==> src/rtl/io_cell_pkg.sv <==
// Purpose: Shared constants and types for the pad logic cell bank
// Assumes: 8-bit register port, 4-bit register index
// Notes: Masks are 8 bits wide; a bank holds at most 8 pins

package io_cell_pkg;

   // ----------------------------------------
   // Register port
   // ----------------------------------------
   localparam int ADDR_W = 4;
   localparam int DATA_W = 8;

   // ----------------------------------------
   // Register offsets
   // ----------------------------------------
   localparam logic [3:0] CTRL_ADDR = 4'h0;
   localparam logic [3:0] FREEZE_ADDR = 4'h1;
   localparam logic [3:0] PULLUP_ADDR = 4'h2;
   localparam logic [3:0] USED_ADDR = 4'h3;
   localparam logic [3:0] BOOT_ADDR = 4'h4;
   localparam logic [3:0] STATUS_ADDR = 4'h5;
   localparam logic [3:0] PAD_ADDR = 4'h6;

   // ----------------------------------------
   // Field positions
   // ----------------------------------------
   localparam int CTRL_DDR_IN = 0;
   localparam int CTRL_DDR_OUT = 1;
   localparam int CTRL_REG_OUT = 2;
   localparam int CTRL_CLK_EN = 3;
   localparam int CTRL_HOLD = 4;
   localparam int BOOT_SRC_LSB = 0;
   localparam int BOOT_WARM = 2;
   localparam int STAT_HOLD = 2;
   localparam int STAT_BUF_FULL = 3;

   // ----------------------------------------
   // Reset values
   // ----------------------------------------
   localparam logic [7:0] CTRL_RESET = 8'h08;
   localparam logic [7:0] FREEZE_RESET = 8'h00;
   localparam logic [7:0] PULLUP_RESET = 8'hFF;
   localparam logic [7:0] USED_RESET = 8'hFF;
   localparam logic [1:0] SRC_RESET = 2'h0;

   // ----------------------------------------
   // Image sources and configuration states
   // ----------------------------------------
   localparam logic [1:0] SRC_STORE = 2'h0;
   localparam logic [1:0] SRC_FLASH = 2'h1;
   localparam logic [1:0] SRC_SLAVE = 2'h2;

   typedef enum logic [1:0] {CFG_POR, CFG_LOAD, CFG_USER} cfg_state_type;

endpackage

==> src/rtl/stream_if.sv <==
// Purpose: Valid/ready word carrier between the cell bank and its buffer
// Assumes: Single clock domain
// Notes: Word moves when valid and ready are both high at a rising edge

`timescale 1ns/1ps

interface stream_if #(parameter int WIDTH = 8) ();
   logic valid;
   logic ready;
   logic [WIDTH-1:0] data;
   modport src (output valid, output data, input ready);
   modport snk (input valid, input data, output ready);
endinterface

==> src/rtl/io_cell_bank.sv <==
// Purpose: Bank of pad logic cells with configuration sequencing and registers
// Assumes: 40 MHz clk; pad, power-on and loader signals are asynchronous
// Notes: Pads stay released only in the user state
//
// The placing of the registers and the strobed register port were chosen for this implementation.

`timescale 1ns/1ps

module io_cell_bank #(
   parameter int PIN_COUNT = 4
) (
   // Clock and reset
   input wire logic clk,
   input wire logic rst_b,
   // Register port
   input wire logic [3:0] reg_addr,
   input wire logic [7:0] reg_wdata,
   input wire logic reg_wr,
   input wire logic reg_rd,
   output logic [7:0] reg_rdata,
   // Configuration loader
   input wire logic por_b,
   input wire logic [1:0] boot_strap,
   input wire logic load_done,
   output logic load_start,
   output logic [1:0] load_source,
   // Bank freeze
   input wire logic bank_freeze,
   // Pads
   input wire logic [PIN_COUNT-1:0] pad_in,
   output logic [PIN_COUNT-1:0] pad_out,
   output logic [PIN_COUNT-1:0] pad_oe,
   output logic [PIN_COUNT-1:0] pad_pullup,
   // Core side
   input wire logic [PIN_COUNT-1:0] core_d_out0,
   input wire logic [PIN_COUNT-1:0] core_d_out1,
   input wire logic [PIN_COUNT-1:0] core_oe,
   output logic [PIN_COUNT-1:0] core_live,
   output logic core_in_valid,
   input wire logic core_in_ready,
   output logic [2*PIN_COUNT-1:0] core_in_data,
   // Clock synthesizer hold
   input wire logic synth_ref,
   output logic synth_out,
   output logic synth_low_power
);

   localparam int W = 2 * PIN_COUNT;

   function automatic logic hit(input logic [3:0] addr, input logic [3:0] offset);
      hit = addr == offset;
   endfunction

   // ----------------------------------------
   // Reset release and input synchronisers
   // ----------------------------------------
   logic rst_meta_reg, rst_n;

   always_ff @(posedge clk or negedge rst_b) begin
      if (!rst_b) begin
         rst_meta_reg <= 1'b0;
         rst_n <= 1'b0;
      end else begin
         rst_meta_reg <= 1'b1;
         rst_n <= rst_meta_reg;
      end
   end

   logic [5:0] in_meta_reg, in_sync_reg;
   logic done_prev_reg;

   always_ff @(posedge clk or negedge rst_n) begin
      if (!rst_n) begin
         in_meta_reg <= 6'h00;
         in_sync_reg <= 6'h00;
         done_prev_reg <= 1'b0;
      end else begin
         in_meta_reg <= {synth_ref, bank_freeze, boot_strap, load_done, por_b};
         in_sync_reg <= in_meta_reg;
         done_prev_reg <= in_sync_reg[1];
      end
   end

   wire logic por_up = in_sync_reg[0];
   wire logic done_sync = in_sync_reg[1];
   // Done may still stand from the last load; only a fresh rise ends a warm boot
   wire logic done_rise = done_sync & ~done_prev_reg;
   wire logic [1:0] strap_sync = in_sync_reg[3:2];
   wire logic freeze_sync = in_sync_reg[4];
   wire logic ref_sync = in_sync_reg[5];

   // ----------------------------------------
   // Registers
   // ----------------------------------------
   logic [7:0] ctrl_reg, freeze_mask_reg, pullup_mask_reg, used_mask_reg, rdata_reg;
   io_cell_pkg::cfg_state_type cfg_state_reg, cfg_state_next;
   logic [1:0] load_source_reg, load_source_next;
   logic load_start_reg, load_start_next;
   logic [PIN_COUNT-1:0] pullup_out_reg, pad_oe_w, pad_out_w, d_in0_w, d_in1_w, live_w;
   logic synth_out_reg;

   wire logic wr_ctrl = reg_wr & hit(reg_addr, io_cell_pkg::CTRL_ADDR);
   wire logic wr_freeze = reg_wr & hit(reg_addr, io_cell_pkg::FREEZE_ADDR);
   wire logic wr_pullup = reg_wr & hit(reg_addr, io_cell_pkg::PULLUP_ADDR);
   wire logic wr_used = reg_wr & hit(reg_addr, io_cell_pkg::USED_ADDR);
   wire logic wr_boot = reg_wr & hit(reg_addr, io_cell_pkg::BOOT_ADDR);
   wire logic warm_req = wr_boot & reg_wdata[io_cell_pkg::BOOT_WARM];
   wire logic user_mode = cfg_state_reg == io_cell_pkg::CFG_USER;
   wire logic hold_en = ctrl_reg[io_cell_pkg::CTRL_HOLD];
   wire logic [PIN_COUNT-1:0] used_pins = used_mask_reg[PIN_COUNT-1:0];
   wire logic [PIN_COUNT-1:0] release_pins = {PIN_COUNT{user_mode}} & used_pins;
   wire logic buf_full;
   wire logic [7:0] status_w = {4'h0, buf_full, hold_en, 2'(cfg_state_reg)};
   wire logic [7:0] pad_level_w = 8'(live_w);
   wire logic [7:0] rd_mux =
      hit(reg_addr, io_cell_pkg::CTRL_ADDR) ? ctrl_reg :
      hit(reg_addr, io_cell_pkg::FREEZE_ADDR) ? freeze_mask_reg :
      hit(reg_addr, io_cell_pkg::PULLUP_ADDR) ? pullup_mask_reg :
      hit(reg_addr, io_cell_pkg::USED_ADDR) ? used_mask_reg :
      hit(reg_addr, io_cell_pkg::BOOT_ADDR) ? {6'h00, load_source_reg} :
      hit(reg_addr, io_cell_pkg::STATUS_ADDR) ? status_w :
      hit(reg_addr, io_cell_pkg::PAD_ADDR) ? pad_level_w : 8'h00;

   always_ff @(posedge clk or negedge rst_n) begin
      if (!rst_n) begin
         ctrl_reg <= io_cell_pkg::CTRL_RESET;
         freeze_mask_reg <= io_cell_pkg::FREEZE_RESET;
         pullup_mask_reg <= io_cell_pkg::PULLUP_RESET;
         used_mask_reg <= io_cell_pkg::USED_RESET;
         rdata_reg <= 8'h00;
      end else begin
         if (wr_ctrl) begin
            ctrl_reg <= reg_wdata;
         end
         if (wr_freeze) begin
            freeze_mask_reg <= reg_wdata;
         end
         if (wr_pullup) begin
            pullup_mask_reg <= reg_wdata;
         end
         if (wr_used) begin
            used_mask_reg <= reg_wdata;
         end
         // Read data stands for one cycle only
         rdata_reg <= reg_rd ? rd_mux : 8'h00;
      end
   end

   // ----------------------------------------
   // Configuration sequencing
   // ----------------------------------------
   always_comb begin
      cfg_state_next = cfg_state_reg;
      load_source_next = load_source_reg;
      load_start_next = 1'b0;
      case (cfg_state_reg)
         io_cell_pkg::CFG_POR: begin
            if (por_up) begin
               cfg_state_next = io_cell_pkg::CFG_LOAD;
               load_source_next = strap_sync;
               load_start_next = 1'b1;
            end
         end
         io_cell_pkg::CFG_LOAD: begin
            if (done_rise) begin
               cfg_state_next = io_cell_pkg::CFG_USER;
            end
         end
         io_cell_pkg::CFG_USER: begin
            if (warm_req) begin
               cfg_state_next = io_cell_pkg::CFG_LOAD;
               load_source_next = reg_wdata[io_cell_pkg::BOOT_SRC_LSB +: 2];
               load_start_next = 1'b1;
            end
         end
         default: begin
            cfg_state_next = io_cell_pkg::CFG_POR;
         end
      endcase
      // Power loss overrides the next state and load start and restarts from scratch
      if (!por_up) begin
         cfg_state_next = io_cell_pkg::CFG_POR;
         load_start_next = 1'b0;
      end
   end

   always_ff @(posedge clk or negedge rst_n) begin
      if (!rst_n) begin
         cfg_state_reg <= io_cell_pkg::CFG_POR;
         load_source_reg <= io_cell_pkg::SRC_RESET;
         load_start_reg <= 1'b0;
         pullup_out_reg <= '1;
         synth_out_reg <= 1'b0;
      end else begin
         cfg_state_reg <= cfg_state_next;
         load_source_reg <= load_source_next;
         load_start_reg <= load_start_next;
         pullup_out_reg <= user_mode ? (used_pins & pullup_mask_reg[PIN_COUNT-1:0]) : '1;
         synth_out_reg <= hold_en ? synth_out_reg : ref_sync;
      end
   end

   // ----------------------------------------
   // Cells and buffer
   // ----------------------------------------
   stream_if #(.WIDTH(W)) push_s ();
   stream_if #(.WIDTH(W)) pop_s ();

   wire logic in_ce = ctrl_reg[io_cell_pkg::CTRL_CLK_EN];
   // Stall holds the input registers so a refused pair is offered again
   wire logic in_en = in_ce & push_s.ready;

   assign buf_full = ~push_s.ready;
   assign push_s.valid = user_mode & in_ce;
   assign push_s.data = {d_in1_w, d_in0_w};
   assign pop_s.ready = core_in_ready;

   genvar g;
   generate
      for (g = 0; g < PIN_COUNT; g++) begin : g_pin
         ddr_pad_cell u_cell (
            .clk(clk),
            .rst_n(rst_n),
            .pad_in(pad_in[g]),
            .pad_out(pad_out_w[g]),
            .pad_oe(pad_oe_w[g]),
            .ddr_in(ctrl_reg[io_cell_pkg::CTRL_DDR_IN]),
            .ddr_out(ctrl_reg[io_cell_pkg::CTRL_DDR_OUT]),
            .reg_out(ctrl_reg[io_cell_pkg::CTRL_REG_OUT]),
            .in_en(in_en),
            .out_en(in_ce),
            .freeze(freeze_sync),
            .freeze_en(freeze_mask_reg[g]),
            .release_pin(release_pins[g]),
            .d_out0(core_d_out0[g]),
            .d_out1(core_d_out1[g]),
            .oe(core_oe[g]),
            .d_in0(d_in0_w[g]),
            .d_in1(d_in1_w[g]),
            .live(live_w[g])
         );
      end
   endgenerate

   pair_buffer #(.WIDTH(W)) u_buffer (
      .clk(clk),
      .rst_n(rst_n),
      .in_s(push_s),
      .out_s(pop_s)
   );

   // ----------------------------------------
   // Outputs
   // ----------------------------------------
   assign reg_rdata = rdata_reg;
   assign load_start = load_start_reg;
   assign load_source = load_source_reg;
   assign pad_out = pad_out_w;
   assign pad_oe = pad_oe_w;
   assign pad_pullup = pullup_out_reg;
   assign core_live = live_w;
   assign core_in_valid = pop_s.valid;
   assign core_in_data = pop_s.data;
   assign synth_out = synth_out_reg;
   assign synth_low_power = hold_en;

   // ----------------------------------------
   // Checks
   // ----------------------------------------
   property p_tristate_until_user;
      @(posedge clk) disable iff (!rst_n)
      !user_mode |=> pad_oe == '0 && pad_pullup == '1;
   endproperty
   a_tristate_until_user: assert property (p_tristate_until_user) else $error("Pin released early");

   property p_unused_blocked;
      @(posedge clk) disable iff (!rst_n)
      user_mode && !used_pins[0] |=> !pad_pullup[0] && !core_live[0] && !pad_oe[0];
   endproperty
   a_unused_blocked: assert property (p_unused_blocked) else $error("Unused pin not blocked");

   property p_load_on_por;
      @(posedge clk) disable iff (!rst_n)
      cfg_state_reg == io_cell_pkg::CFG_POR && por_up |=> cfg_state_reg == io_cell_pkg::CFG_LOAD && load_start
         ##1 !load_start;
   endproperty
   a_load_on_por: assert property (p_load_on_por) else $error("Download not started");

   property p_synth_hold;
      @(posedge clk) disable iff (!rst_n)
      hold_en && $past(hold_en) |-> $stable(synth_out_reg);
   endproperty
   a_synth_hold: assert property (p_synth_hold) else $error("Held clock output moved");

   property p_warm_boot;
      @(posedge clk) disable iff (!rst_n)
      user_mode && warm_req && por_up |=> cfg_state_reg == io_cell_pkg::CFG_LOAD
         && load_source == $past(reg_wdata[1:0]);
   endproperty
   a_warm_boot: assert property (p_warm_boot) else $error("Warm boot not taken");

   property p_pullup_option;
      @(posedge clk) disable iff (!rst_n)
      user_mode && used_pins[0] |=> pad_pullup[0] == $past(pullup_mask_reg[0]);
   endproperty
   a_pullup_option: assert property (p_pullup_option) else $error("Pull-up choice ignored");

   property p_load_waits_done;
      @(posedge clk) disable iff (!rst_n)
      cfg_state_reg == io_cell_pkg::CFG_LOAD && !done_rise |=> cfg_state_reg != io_cell_pkg::CFG_USER;
   endproperty
   a_load_waits_done: assert property (p_load_waits_done) else $error("Load ended early");

   property p_oe_follows_core;
      @(posedge clk) disable iff (!rst_n)
      user_mode && used_pins[0] |=> pad_oe[0] == $past(core_oe[0]);
   endproperty
   a_oe_follows_core: assert property (p_oe_follows_core) else $error("Output enable not followed");

   property p_power_loss;
      @(posedge clk) disable iff (!rst_n)
      !por_up |=> cfg_state_reg == io_cell_pkg::CFG_POR && !load_start;
   endproperty
   a_power_loss: assert property (p_power_loss) else $error("Power loss did not restart");

endmodule

==> src/rtl/pair_buffer.sv <==
// Purpose: Two-entry buffer with valid and ready on both sides
// Assumes: Synchronised active-low reset
// Notes: Output side registered; ready upstream drops only when both entries hold

`timescale 1ns/1ps

module pair_buffer #(
   parameter int WIDTH = 8
) (
   // Clock and reset
   input wire logic clk,
   input wire logic rst_n,
   // Streams
   stream_if.snk in_s,
   stream_if.src out_s
);

   logic out_valid_reg;
   logic skid_valid_reg;
   logic [WIDTH-1:0] out_data_reg;
   logic [WIDTH-1:0] skid_data_reg;

   wire logic drain = out_s.ready | ~out_valid_reg;
   wire logic take = in_s.valid & ~skid_valid_reg;

   assign in_s.ready = ~skid_valid_reg;
   assign out_s.valid = out_valid_reg;
   assign out_s.data = out_data_reg;

   // ----------------------------------------
   // Storage
   // ----------------------------------------
   always_ff @(posedge clk or negedge rst_n) begin
      if (!rst_n) begin
         out_valid_reg <= 1'b0;
         skid_valid_reg <= 1'b0;
         out_data_reg <= '0;
         skid_data_reg <= '0;
      end else if (drain) begin
         out_valid_reg <= skid_valid_reg | in_s.valid;
         out_data_reg <= skid_valid_reg ? skid_data_reg : in_s.data;
         skid_valid_reg <= 1'b0;
      end else if (take) begin
         // Second entry catches the word the receiver refused
         skid_valid_reg <= 1'b1;
         skid_data_reg <= in_s.data;
      end
   end

   property p_stall_hold;
      @(posedge clk) disable iff (!rst_n)
      out_valid_reg && !out_s.ready |=> out_valid_reg && $stable(out_data_reg);
   endproperty
   a_stall_hold: assert property (p_stall_hold) else $error("Stalled word changed");

   property p_no_loss;
      @(posedge clk) disable iff (!rst_n)
      in_s.valid && in_s.ready && out_valid_reg && !out_s.ready |=> skid_valid_reg && !in_s.ready;
   endproperty
   a_no_loss: assert property (p_no_loss) else $error("Refused word not kept");

endmodule

==> src/rtl/ddr_pad_cell.sv <==
// Purpose: One pad's input, output and tri-state register blocks
// Assumes: Pad input is asynchronous; core signals are on clk
// Notes: Falling-edge registers capture the second bit of each pair

`timescale 1ns/1ps

module ddr_pad_cell (
   // Clock and reset
   input wire logic clk,
   input wire logic rst_n,
   // Pad side
   input wire logic pad_in,
   output logic pad_out,
   output logic pad_oe,
   // Mode
   input wire logic ddr_in,
   input wire logic ddr_out,
   input wire logic reg_out,
   input wire logic in_en,
   input wire logic out_en,
   input wire logic freeze,
   input wire logic freeze_en,
   input wire logic release_pin,
   // Core side
   input wire logic d_out0,
   input wire logic d_out1,
   input wire logic oe,
   output logic d_in0,
   output logic d_in1,
   output logic live
);

   logic rise_meta_reg, rise_sync_reg, fall_meta_reg, fall_sync_reg;
   logic in0_reg, in1_reg, out0_reg, out1_reg, oe_reg, live_reg;

   wire logic hold_live = freeze & freeze_en;
   wire logic second_bit = ddr_in ? fall_sync_reg : rise_sync_reg;
   // Mux on clk level: low half of the period shows the falling-edge bit
   wire logic reg_data = (ddr_out & ~clk) ? out1_reg : out0_reg;

   assign pad_out = reg_out ? reg_data : d_out0;
   assign pad_oe = oe_reg;
   assign d_in0 = in0_reg;
   assign d_in1 = in1_reg;
   assign live = live_reg;

   // ----------------------------------------
   // Rising-edge registers
   // ----------------------------------------
   always_ff @(posedge clk or negedge rst_n) begin
      if (!rst_n) begin
         rise_meta_reg <= 1'b0;
         rise_sync_reg <= 1'b0;
         in0_reg <= 1'b0;
         in1_reg <= 1'b0;
         out0_reg <= 1'b0;
         oe_reg <= 1'b0;
         live_reg <= 1'b0;
      end else begin
         rise_meta_reg <= pad_in;
         rise_sync_reg <= rise_meta_reg;
         if (in_en) begin
            in0_reg <= release_pin & rise_sync_reg;
            in1_reg <= release_pin & second_bit;
         end
         if (out_en) begin
            out0_reg <= d_out0;
         end
         oe_reg <= release_pin & oe;
         live_reg <= !release_pin ? 1'b0 : (hold_live ? live_reg : rise_sync_reg);
      end
   end

   // ----------------------------------------
   // Falling-edge registers
   // ----------------------------------------
   always_ff @(negedge clk or negedge rst_n) begin
      if (!rst_n) begin
         fall_meta_reg <= 1'b0;
         fall_sync_reg <= 1'b0;
         out1_reg <= 1'b0;
      end else begin
         fall_meta_reg <= pad_in;
         fall_sync_reg <= fall_meta_reg;
         if (out_en) begin
            out1_reg <= d_out1;
         end
      end
   end

   property p_freeze_hold;
      @(posedge clk) disable iff (!rst_n)
      release_pin && hold_live && $past(release_pin) && $past(hold_live) |-> $stable(live_reg);
   endproperty
   a_freeze_hold: assert property (p_freeze_hold) else $error("Frozen input moved");

   property p_ce_hold;
      @(posedge clk) disable iff (!rst_n)
      !in_en |=> $stable(in0_reg) && $stable(in1_reg);
   endproperty
   a_ce_hold: assert property (p_ce_hold) else $error("Input register moved while disabled");

   property p_rise_first;
      @(posedge clk) disable iff (!rst_n)
      in_en && release_pin |=> in0_reg == $past(rise_sync_reg);
   endproperty
   a_rise_first: assert property (p_rise_first) else $error("First bit not rising sample");

endmodule

==> config.mk <==
export PLATFORM = sky130hd
export DESIGN_NAME = io_cell_bank
export DESIGN_NICKNAME = d
export VERILOG_FILES = /design/src/rtl/io_cell_pkg.sv /design/src/rtl/stream_if.sv /design/src/rtl/io_cell_bank.sv /design/src/rtl/pair_buffer.sv /design/src/rtl/ddr_pad_cell.sv
export SDC_FILE = /design/constraint.sdc
export NUM_CORES = 1
export LEC_CHECK = 0
export BUFFER_PORTS_ARGS = -buffer_cell sky130_fd_sc_hd__buf_4
export CAP_MARGIN = 20
export CORE_MARGIN = 4
export CORE_UTILIZATION = 55
export DETAILED_ROUTE_END_ITERATION = 10
export PLACE_DENSITY = 0.83
export SYNTH_ARGS = -nofsm -noshare
export SYNTH_HDL_FRONTEND = slang
export SYNTH_SLANG_ARGS = --single-unit
==> constraint.sdc <==
create_clock -name clk -period 4.3 [get_ports clk]
set_input_delay 0.215 -clock clk [delete_from_list [all_inputs] [get_ports clk]]
set_output_delay 0.215 -clock clk [all_outputs]
set_load 0.005 [all_outputs]
## Yosys cells after proc, flatten, opt, wreduce, memory -nomap -nowiden

Index checks and enable logic that the tools add are counted.

- Output and inout bits: 38
- Register bits after elaboration: 123
- Word-level logic and storage cells: 160
- Bits of input ports: 39

- Equal/unequal tests: 16
- Reduce and logical (&&, ||, !) cells: 7
- Bitwise gates (word level): 36
- Muxes and demuxes: 42

Operator list:

| kind | number |
|---|---|
| $mux W8 | 6 |
| $and A1 B1 Y1 | 27 |
| $mux W1 | 24 |
| $mux W4 | 4 |
| $eq A4 B3 Y1 const B | 3 |
| $ne A2 B2 Y1 const B | 6 |
| $mux W2 | 5 |
| $and A4 B4 Y4 | 2 |
| $eq A4 B2 Y1 const B | 2 |
| $ne A3 B3 Y1 const B | 2 |
| $pmux W2 S3 | 1 |
| $not A1 Y1 | 5 |
| $eq A4 B1 Y1 const B | 1 |
| $logic_not A4 Y1 | 1 |
| $pmux W2 S2 | 1 |
| $reduce_and A2 Y1 | 2 |
| $reduce_bool A2 Y1 | 2 |
| $reduce_and A3 Y1 | 1 |
| $eq A2 B1 Y1 const B | 1 |
| $eq A2 B2 Y1 const B | 1 |
| $logic_not A2 Y1 | 1 |
| $or A1 B1 Y1 | 2 |
| $pmux W1 S2 | 1 |

## Logic depth before layout (Yosys ltp)

Gate-level depths: netlist of the first run.

- Depth in word-level cells: 9
- Gate-level depth with buffers: 7
- Mapped depth without buffers: 4

## By module

A second synthesis of the first run with hierarchy kept.

- Cell total of the unflattened synthesis: 374
- Area total of the unflattened synthesis: 5,153.7 um2

Modules (own cells, without submodules):

| module | sequential area each (um2) | instances | area an instance (um2) | cells each |
|---|---|---|---|---|
| io_cell_bank | 1,652.8 | 1 | 2,792.7 | 211 |
| ddr_pad_cell | 250.2 | 4 | 377.9 | 28 |
| pair_buffer | 450.4 | 1 | 849.6 | 51 |

==> run_results.csv, run 1 <==
group,metric,value,unit
floorplan,die_area,10700,um2
synthesis,synth_top_area_share,44.9,%
synthesis,synth_top_cell_by_area,"dfrtp_1",
synthesis,synth_seq_cells,123,
flow_run,max-cap-violations,0,
clock_network,cts-resized-gates,0,
synthesis,ys_seq_area_share,61.9,%
finish,finish.instance_area,6660,um2
floorplan,initial_core_util,57.0,%
detailed_routing,drt-total-wl,11500,um
sta,final-max-slew-violation-count,0,
floorplan,ios,77,
synthesis,synth-edff-count,0,
run_status,status,"finished clean",
global_routing,grt_max_degree,74,
floorplan,fp.dieW,104,um
synthesis,yosys_warnings,0,
detailed_routing,dr_wl_met2,5850,um
setup_path,cp.required,4090,ps
placement,gp_congestion,0.913,
detailed_routing,met3_length,750,um
floorplan,coreArea,8810,um2
clock_network,clk_latency,620,ps
sta,rsz0062_at_grt,"false",
synthesis,synth_nets,449,
sta,tightest_slew,895,ps
detailed_routing,vias,3612,
global_routing,grt_pass1_vias,3903,
finish,diodes,0,
synthesis,ys_async_sr_fraction,100,%
sta,slew-limit-headroom,40.3,%
synthesis,syn_area_per_cell,12.2,um2
synthesis,synth_common_cells,"90 x dfrtp_1, 45 x nand2_1, 31 x mux2_2, 21 x dfstp_2",
sta,clock_skew,59.1,ps
placement,port_buffers,76,
placement,dpl_cell_area,5560,um2
placement,dp_hpwl,7070,um
detailed_routing,ant_nets,0,
synthesis,synth_cells,410,
clock_network,cts_tree,"built",
detailed_routing,highest_layer,"met4",
sta,finalSetupViolations,0,
sta,final_hold_viol_count,0,
clock_network,clk_pin_slew_worst_paths,60,ps
detailed_routing,drt_first_pass_iters,5,
setup_path,endpoint_kind,"primary output",
global_routing,grt.total_usage,22.9,%
detailed_routing,drtIter0Drc,207,
min_path,hp-class,"input port to flop",
floorplan,dieHeight,104,um
synthesis,synth_area,5020,um2
pwr,cellLeakagePower,0.00305,uW
setup_path,start_kind,"clock port",
pwr,peakVddDrop,409,uV
global_routing,grt-ovfl-total,0,
detailed_routing,wirelength_met1,4530,um
synthesis,synth_ff_type,"dfrtp_1",
detailed_routing,viasPerCell,5.66,
floorplan,fp-row-count,34,
global_routing,grt_pass1_wl,19200,um
synthesis,synth_top_cells_by_area,"dfrtp_1 45%, dfstp_2 11%, mux2_2 7.0%",
pwr,powerDensity,534,nW/um2
finish,drive_gt1_share,34.7,%
setup_path,worst-path-max-fanout,2,
detailed_routing,drc_errors,0,
finish,synthToLayoutAreaGrowth,32.8,%
setup_path,crit_type,"clock port to primary output",
global_routing,antenna_found_initial,0,
detailed_routing,wl_per_cell,18.1,um
setup_path,cp.arrival,3840,ps
synthesis,synth_cell_types,40,
sta,finalSetupTns,0,ps
finish,nets,556,
synthesis,synth.most_common_cell,"dfrtp_1",
-- critical path: stages --
cell	delay (ps)
clkbuf_8	110
clkbuf_8	120
clkbuf_8	120
clkbuf_8	120
clkbuf_8	120
clkbuf_8	120
clkbuf_8	120
nand2b_1	140
clkbuf_8	140
clkbuf_8	130
mux2i_1	120
a21oi_1	180
buf_4	140
-- timing repair --
action                                  4_1_cts  5_1_grt
buffers inserted                              0        0
hold buffers                                 30        1
endpoints found under the setup margin        0        0
hold endpoints to repair                     62        1
-- area by class of cell --
type,count,area [um2]
sequential,123,3110
fill,526,2140
multi-input combinational,249,1710
timing repair buffer,106,873
clock buffer,35,627
clock inverter,12,194
tap,108,135
inverter,5,18.8
-- placed cells by master, fill, tap and decap left out, types with 2 or more instances in the layout --
cell,Yosys,final
clkinv_2,0,4
clkinvlp_4,0,2
o32ai_1,2,2
nand4_1,2,2
dfrtp_1,90,89
o22ai_1,3,3
nor2b_1,11,11
nor2_1,19,19
mux2_1,10,10
o21ai_0,18,18
nor3_1,2,2
clkbuf_8,0,14
a211oi_1,5,5
mux2_2,31,31
inv_1,5,5
and2_1,5,5
o31ai_1,8,8
a22oi_1,3,3
buf_4,12,79
nand2_1,45,45
clkbuf_16,0,16
mux2i_1,17,17
nand3_1,11,11
nand2b_1,9,9
mux2_4,8,8
a21oi_1,19,19
dfrtn_1,12,12
o21ai_1,5,5
and3_1,4,4
o2bb2ai_1,3,3
dfstp_2,21,21
bufinv_16,0,5
dlygate4sd3_1,0,31
-- layer usage --
layer  vias to the layer above  track usage (%)
li1                       1625                -
met4                         0             16.0
met3                        43             6.53
met1                      1763             27.4
met5                         -                0
met2                       181             35.8
-- where the power goes --
group / switching, uW / internal (uW) / total, uW / leakage [uW]
logic: 127 / 170 / 297 / 0.00108
clock network: 568 / 1250 / 1820 / 0.000451
registers: 126 / 1320 / 1440 / 0.00151
-- stage by stage --
| step | setup WS [ps] | power [uW] | hold slack, ps | std cells | utilization [%] |
|---|---|---|---|---|---|
| 2_1_floorplan | 229 | 1660 | -80.6 | 410 | - |
| 3_3_place_gp | 970 | 1760 | -2.74 | 563 | 63.1 |
| 3_5_place_dp | 958 | 1780 | -2.17 | 563 | 63.1 |
| 4_1_cts | 288 | 3570 | 4.69 | 636 | 75.5 |
| 5_1_grt | 185 | 3690 | 86.5 | 638 | 75.7 |
| 6_report | 249 | 3560 | 38.0 | 638 | 75.7 |
-- cell families after synthesis --
family | after synthesis | share of synthesized area (%)
AO/OA/AOI/OAI | 68 | 8.18
buffers and inverters | 38 | 4.11
flip-flops | 123 | 61.9
multiplexers | 66 | 15.0
other | 1 | 0.0747
AND/OR/NAND/NOR | 114 | 10.8
-- path summary, 6_finish.rpt --
| check | slack [ps] | end | start | cells past startpoint |
|---|---|---|---|---|
| max in group asynchronous | 1410 | g_pin[1].u_cell.fall_sync_reg | rst_n | 0 |
| min in group asynchronous | 340 | synth_out | rst_n | 0 |
| hold reg to reg | 300 | g_pin[3].u_cell.fall_sync_reg | g_pin[3].u_cell.fall_meta_reg | 0 |
| setup / recovery | 250 | pad_out[1] | clk | 13 |
| setup reg to reg | 900 | g_pin[0].u_cell.out1_reg | ctrl_reg[3] | 1 |
| hold / removal | 40 | load_start | reg_wr | 3 |
No activity file was read; power rests on OpenSTA's default activity.
==> run 2: changes to the inputs <==
--- a/config.mk
+++ b/config.mk
@@ -5,12 +5,13 @@
 export SDC_FILE = /design/constraint.sdc
 export NUM_CORES = 1
 export LEC_CHECK = 0
-export BUFFER_PORTS_ARGS = -buffer_cell sky130_fd_sc_hd__buf_4
+export BUFFER_PORTS_ARGS = -buffer_cell sky130_fd_sc_hd__buf_2
 export CAP_MARGIN = 20
 export CORE_MARGIN = 4
-export CORE_UTILIZATION = 55
+export CORE_UTILIZATION = 51
 export DETAILED_ROUTE_END_ITERATION = 10
-export PLACE_DENSITY = 0.83
+export PLACE_DENSITY = 0.81
 export SYNTH_ARGS = -nofsm -noshare
 export SYNTH_HDL_FRONTEND = slang
 export SYNTH_SLANG_ARGS = --single-unit
+export TNS_END_PERCENT = 30
==> constraint.sdc (replaced) <==
create_clock -name clk -period 3.4 [get_ports clk]
set_input_delay 0.17 -clock clk [delete_from_list [all_inputs] [get_ports clk]]
set_output_delay 0.17 -clock clk [all_outputs]
set_load 0.005 [all_outputs]
==> run_results.csv, run 2 (synthesized netlist as in run 1, its figures left out) <==
group,metric,value,unit
setup_path,crit_start,"clk",
setup_path,timing.rr.start,"ctrl_reg[3]",
global_routing,antenna_found_initial,0,
sta,rsz0062_at_grt,"false",
detailed_routing,drt_first_pass_iters,5,
setup_path,path_common_cell,"clkbuf_8",
placement,pre_cts_slack,478,ps
pwr,peakVddDrop,417,uV
detailed_routing,drtIter0Drc,270,
floorplan,ios,77,
setup_path,cp.required,3230,ps
clock_network,post_cts_buffers,0,
finish,synthToLayoutAreaGrowth,28.6,%
global_routing,grt_max_degree,49,
global_routing,grt.total_usage,20.7,%
min_path,min_path_cells,4,
placement,gp_congestion,0.827,
floorplan,initial_core_util,53.3,%
setup_path,crit_path_cell_trace,"clkbuf_8 -> clkbuf_8 -> clkbuf_8 -> clkbuf_8 -> clkbuf_8 -> clkbuf_8 -> nand2b_4 -> buf_8 -> mux2i_1 -> a21oi_1 -> buf_2",
finish,stdcell_count,658,
sta,timing.final.ws_setup,169,ps
setup_path,crit_type,"clock port to primary output",
detailed_routing,viasPerCell,5.30,
placement,port_buffers,76,
sta,hold_ws,16.8,ps
sta,final-max-slew-violation-count,0,
setup_path,worst-path-max-fanout,2,
global_routing,grt-ovfl-total,0,
floorplan,fp.dieW,107,um
floorplan,dieHeight,107,um
setup_path,cp.arrival,3060,ps
finish,diodes,0,
setup_path,reg2reg_slack,430,ps
min_path,hp-class,"input port to flop",
finish,seq_area,3110,um2
detailed_routing,vias,3488,
min_path,min_from,"core_in_ready",
detailed_routing,drc_errors,0,
global_routing,grt_pass1_wl,17900,um
pwr,cellLeakagePower,0.00298,uW
finish,multiInputGateArea,1720,um2
finish,final_util,68.5,%
placement,dp.cells,587,
setup_path,endpoint_kind,"primary output",
setup_path,start_kind,"clock port",
pwr,powerDensity,668,nW/um2
detailed_routing,drt-total-wl,11000,um
floorplan,die_area,11500,um2
setup_path,cpMaxStageDelayCell,"nand2b_4",
setup_path,reg2regPathDepth,1,
clock_network,cts_tree,"built",
detailed_routing,wl_per_cell,16.7,um
finish,nets,555,
flow_run,max-cap-violations,0,
placement,dp_hpwl,7160,um
clock_network,clk_latency,620,ps
setup_path,r2r_end,"g_pin[1].u_cell.out1_reg",
sta,final_hold_viol_count,0,
sta,slew-limit-headroom,44.2,%
sta,finalSetupViolations,0,
floorplan,fp-row-count,35,
setup_path,cp_slowest_stage_delay,150,ps
sta,tightest_slew,834,ps
sta,clock_skew,57.6,ps
detailed_routing,ant_nets,0,
clock_network,clk_pin_slew_worst_paths,60,ps
setup_path,critical_path.top_delay_family,"buffers and inverters",
global_routing,grt_pass1_vias,3751,
finish,fillCellCount,650,
run_status,status,"finished clean",
floorplan,coreArea,9420,um2
setup_path,timing.critical_path.buf_inv,8,
min_path,holdPathEnd,"u_buffer.skid_valid_reg",
finish,layout_common_cells,"89 x dfrtp_1, 76 x buf_2, 45 x nand2_1",
sta,finalSetupTns,0,ps
finish,drive_gt1_share,35.2,%
finish,final_common_cell,"dfrtp_1",
-- run 2: worst min-delay path: cells and delay by family --
| kind | cells | cell delay [ps] |
|---|---|---|
| buffers and inverters | 2 | 260 |
| and+or+nand+nor | 2 | 170 |
-- run 2: report_power, final --
part,internal (uW),total (uW),leakage (uW),switching (uW)
clock network,1410,2140,0.000415,732
registers,1660,1810,0.00151,150
logic,196,357,0.00105,160
-- run 2: per-layer routing --
metal	wire (um)	GRT usage [%]	vias to the layer above	part of all wire, %
met1	4550	24.9	1678	41
li1	-	-	1624	-
met5	0	0	-	0
met4	257	12.7	0	2.3
met3	754	5.72	32	6.9
met2	5430	33.1	154	49
-- run 2: final cells by class --
type / count / area share [%]
multi-input combinational: 249 / 26.6
clock buffer: 32 / 9.09
inverter: 5 / 0.291
clock inverter: 13 / 2.56
timing repair buffer: 107 / 10.8
tap: 129 / 2.50
sequential: 123 / 48.2
-- run 2: how the worst max path moves through the flow --
stage	endpoint	depth (start not counted)
after global placement	g_pin[1].u_cell.out1_reg	1
after global routing	pad_out[1]	11
after floorplan	g_pin[0].u_cell.out1_reg	2
final	pad_out[1]	11
after CTS	pad_out[1]	12
after detailed placement	g_pin[1].u_cell.out1_reg	1
-- run 2: stage by stage --
step	total power, uW	area, um2
after CTS	4370	6470
after global placement	2200	5410
final	4310	6450
after floorplan	2100	5020
after global routing	4480	6450
after detailed placement	2220	5410
-- run 2: timing repair --
item | in CTS | in global routing
endpoints found under the setup margin | 4 | 3
hold endpoints to repair | 62 | 0
resized for setup | 1 | 1
hold buffers | 30 | 0
gates cloned | 0 | 0
pin swaps | 1 | 1
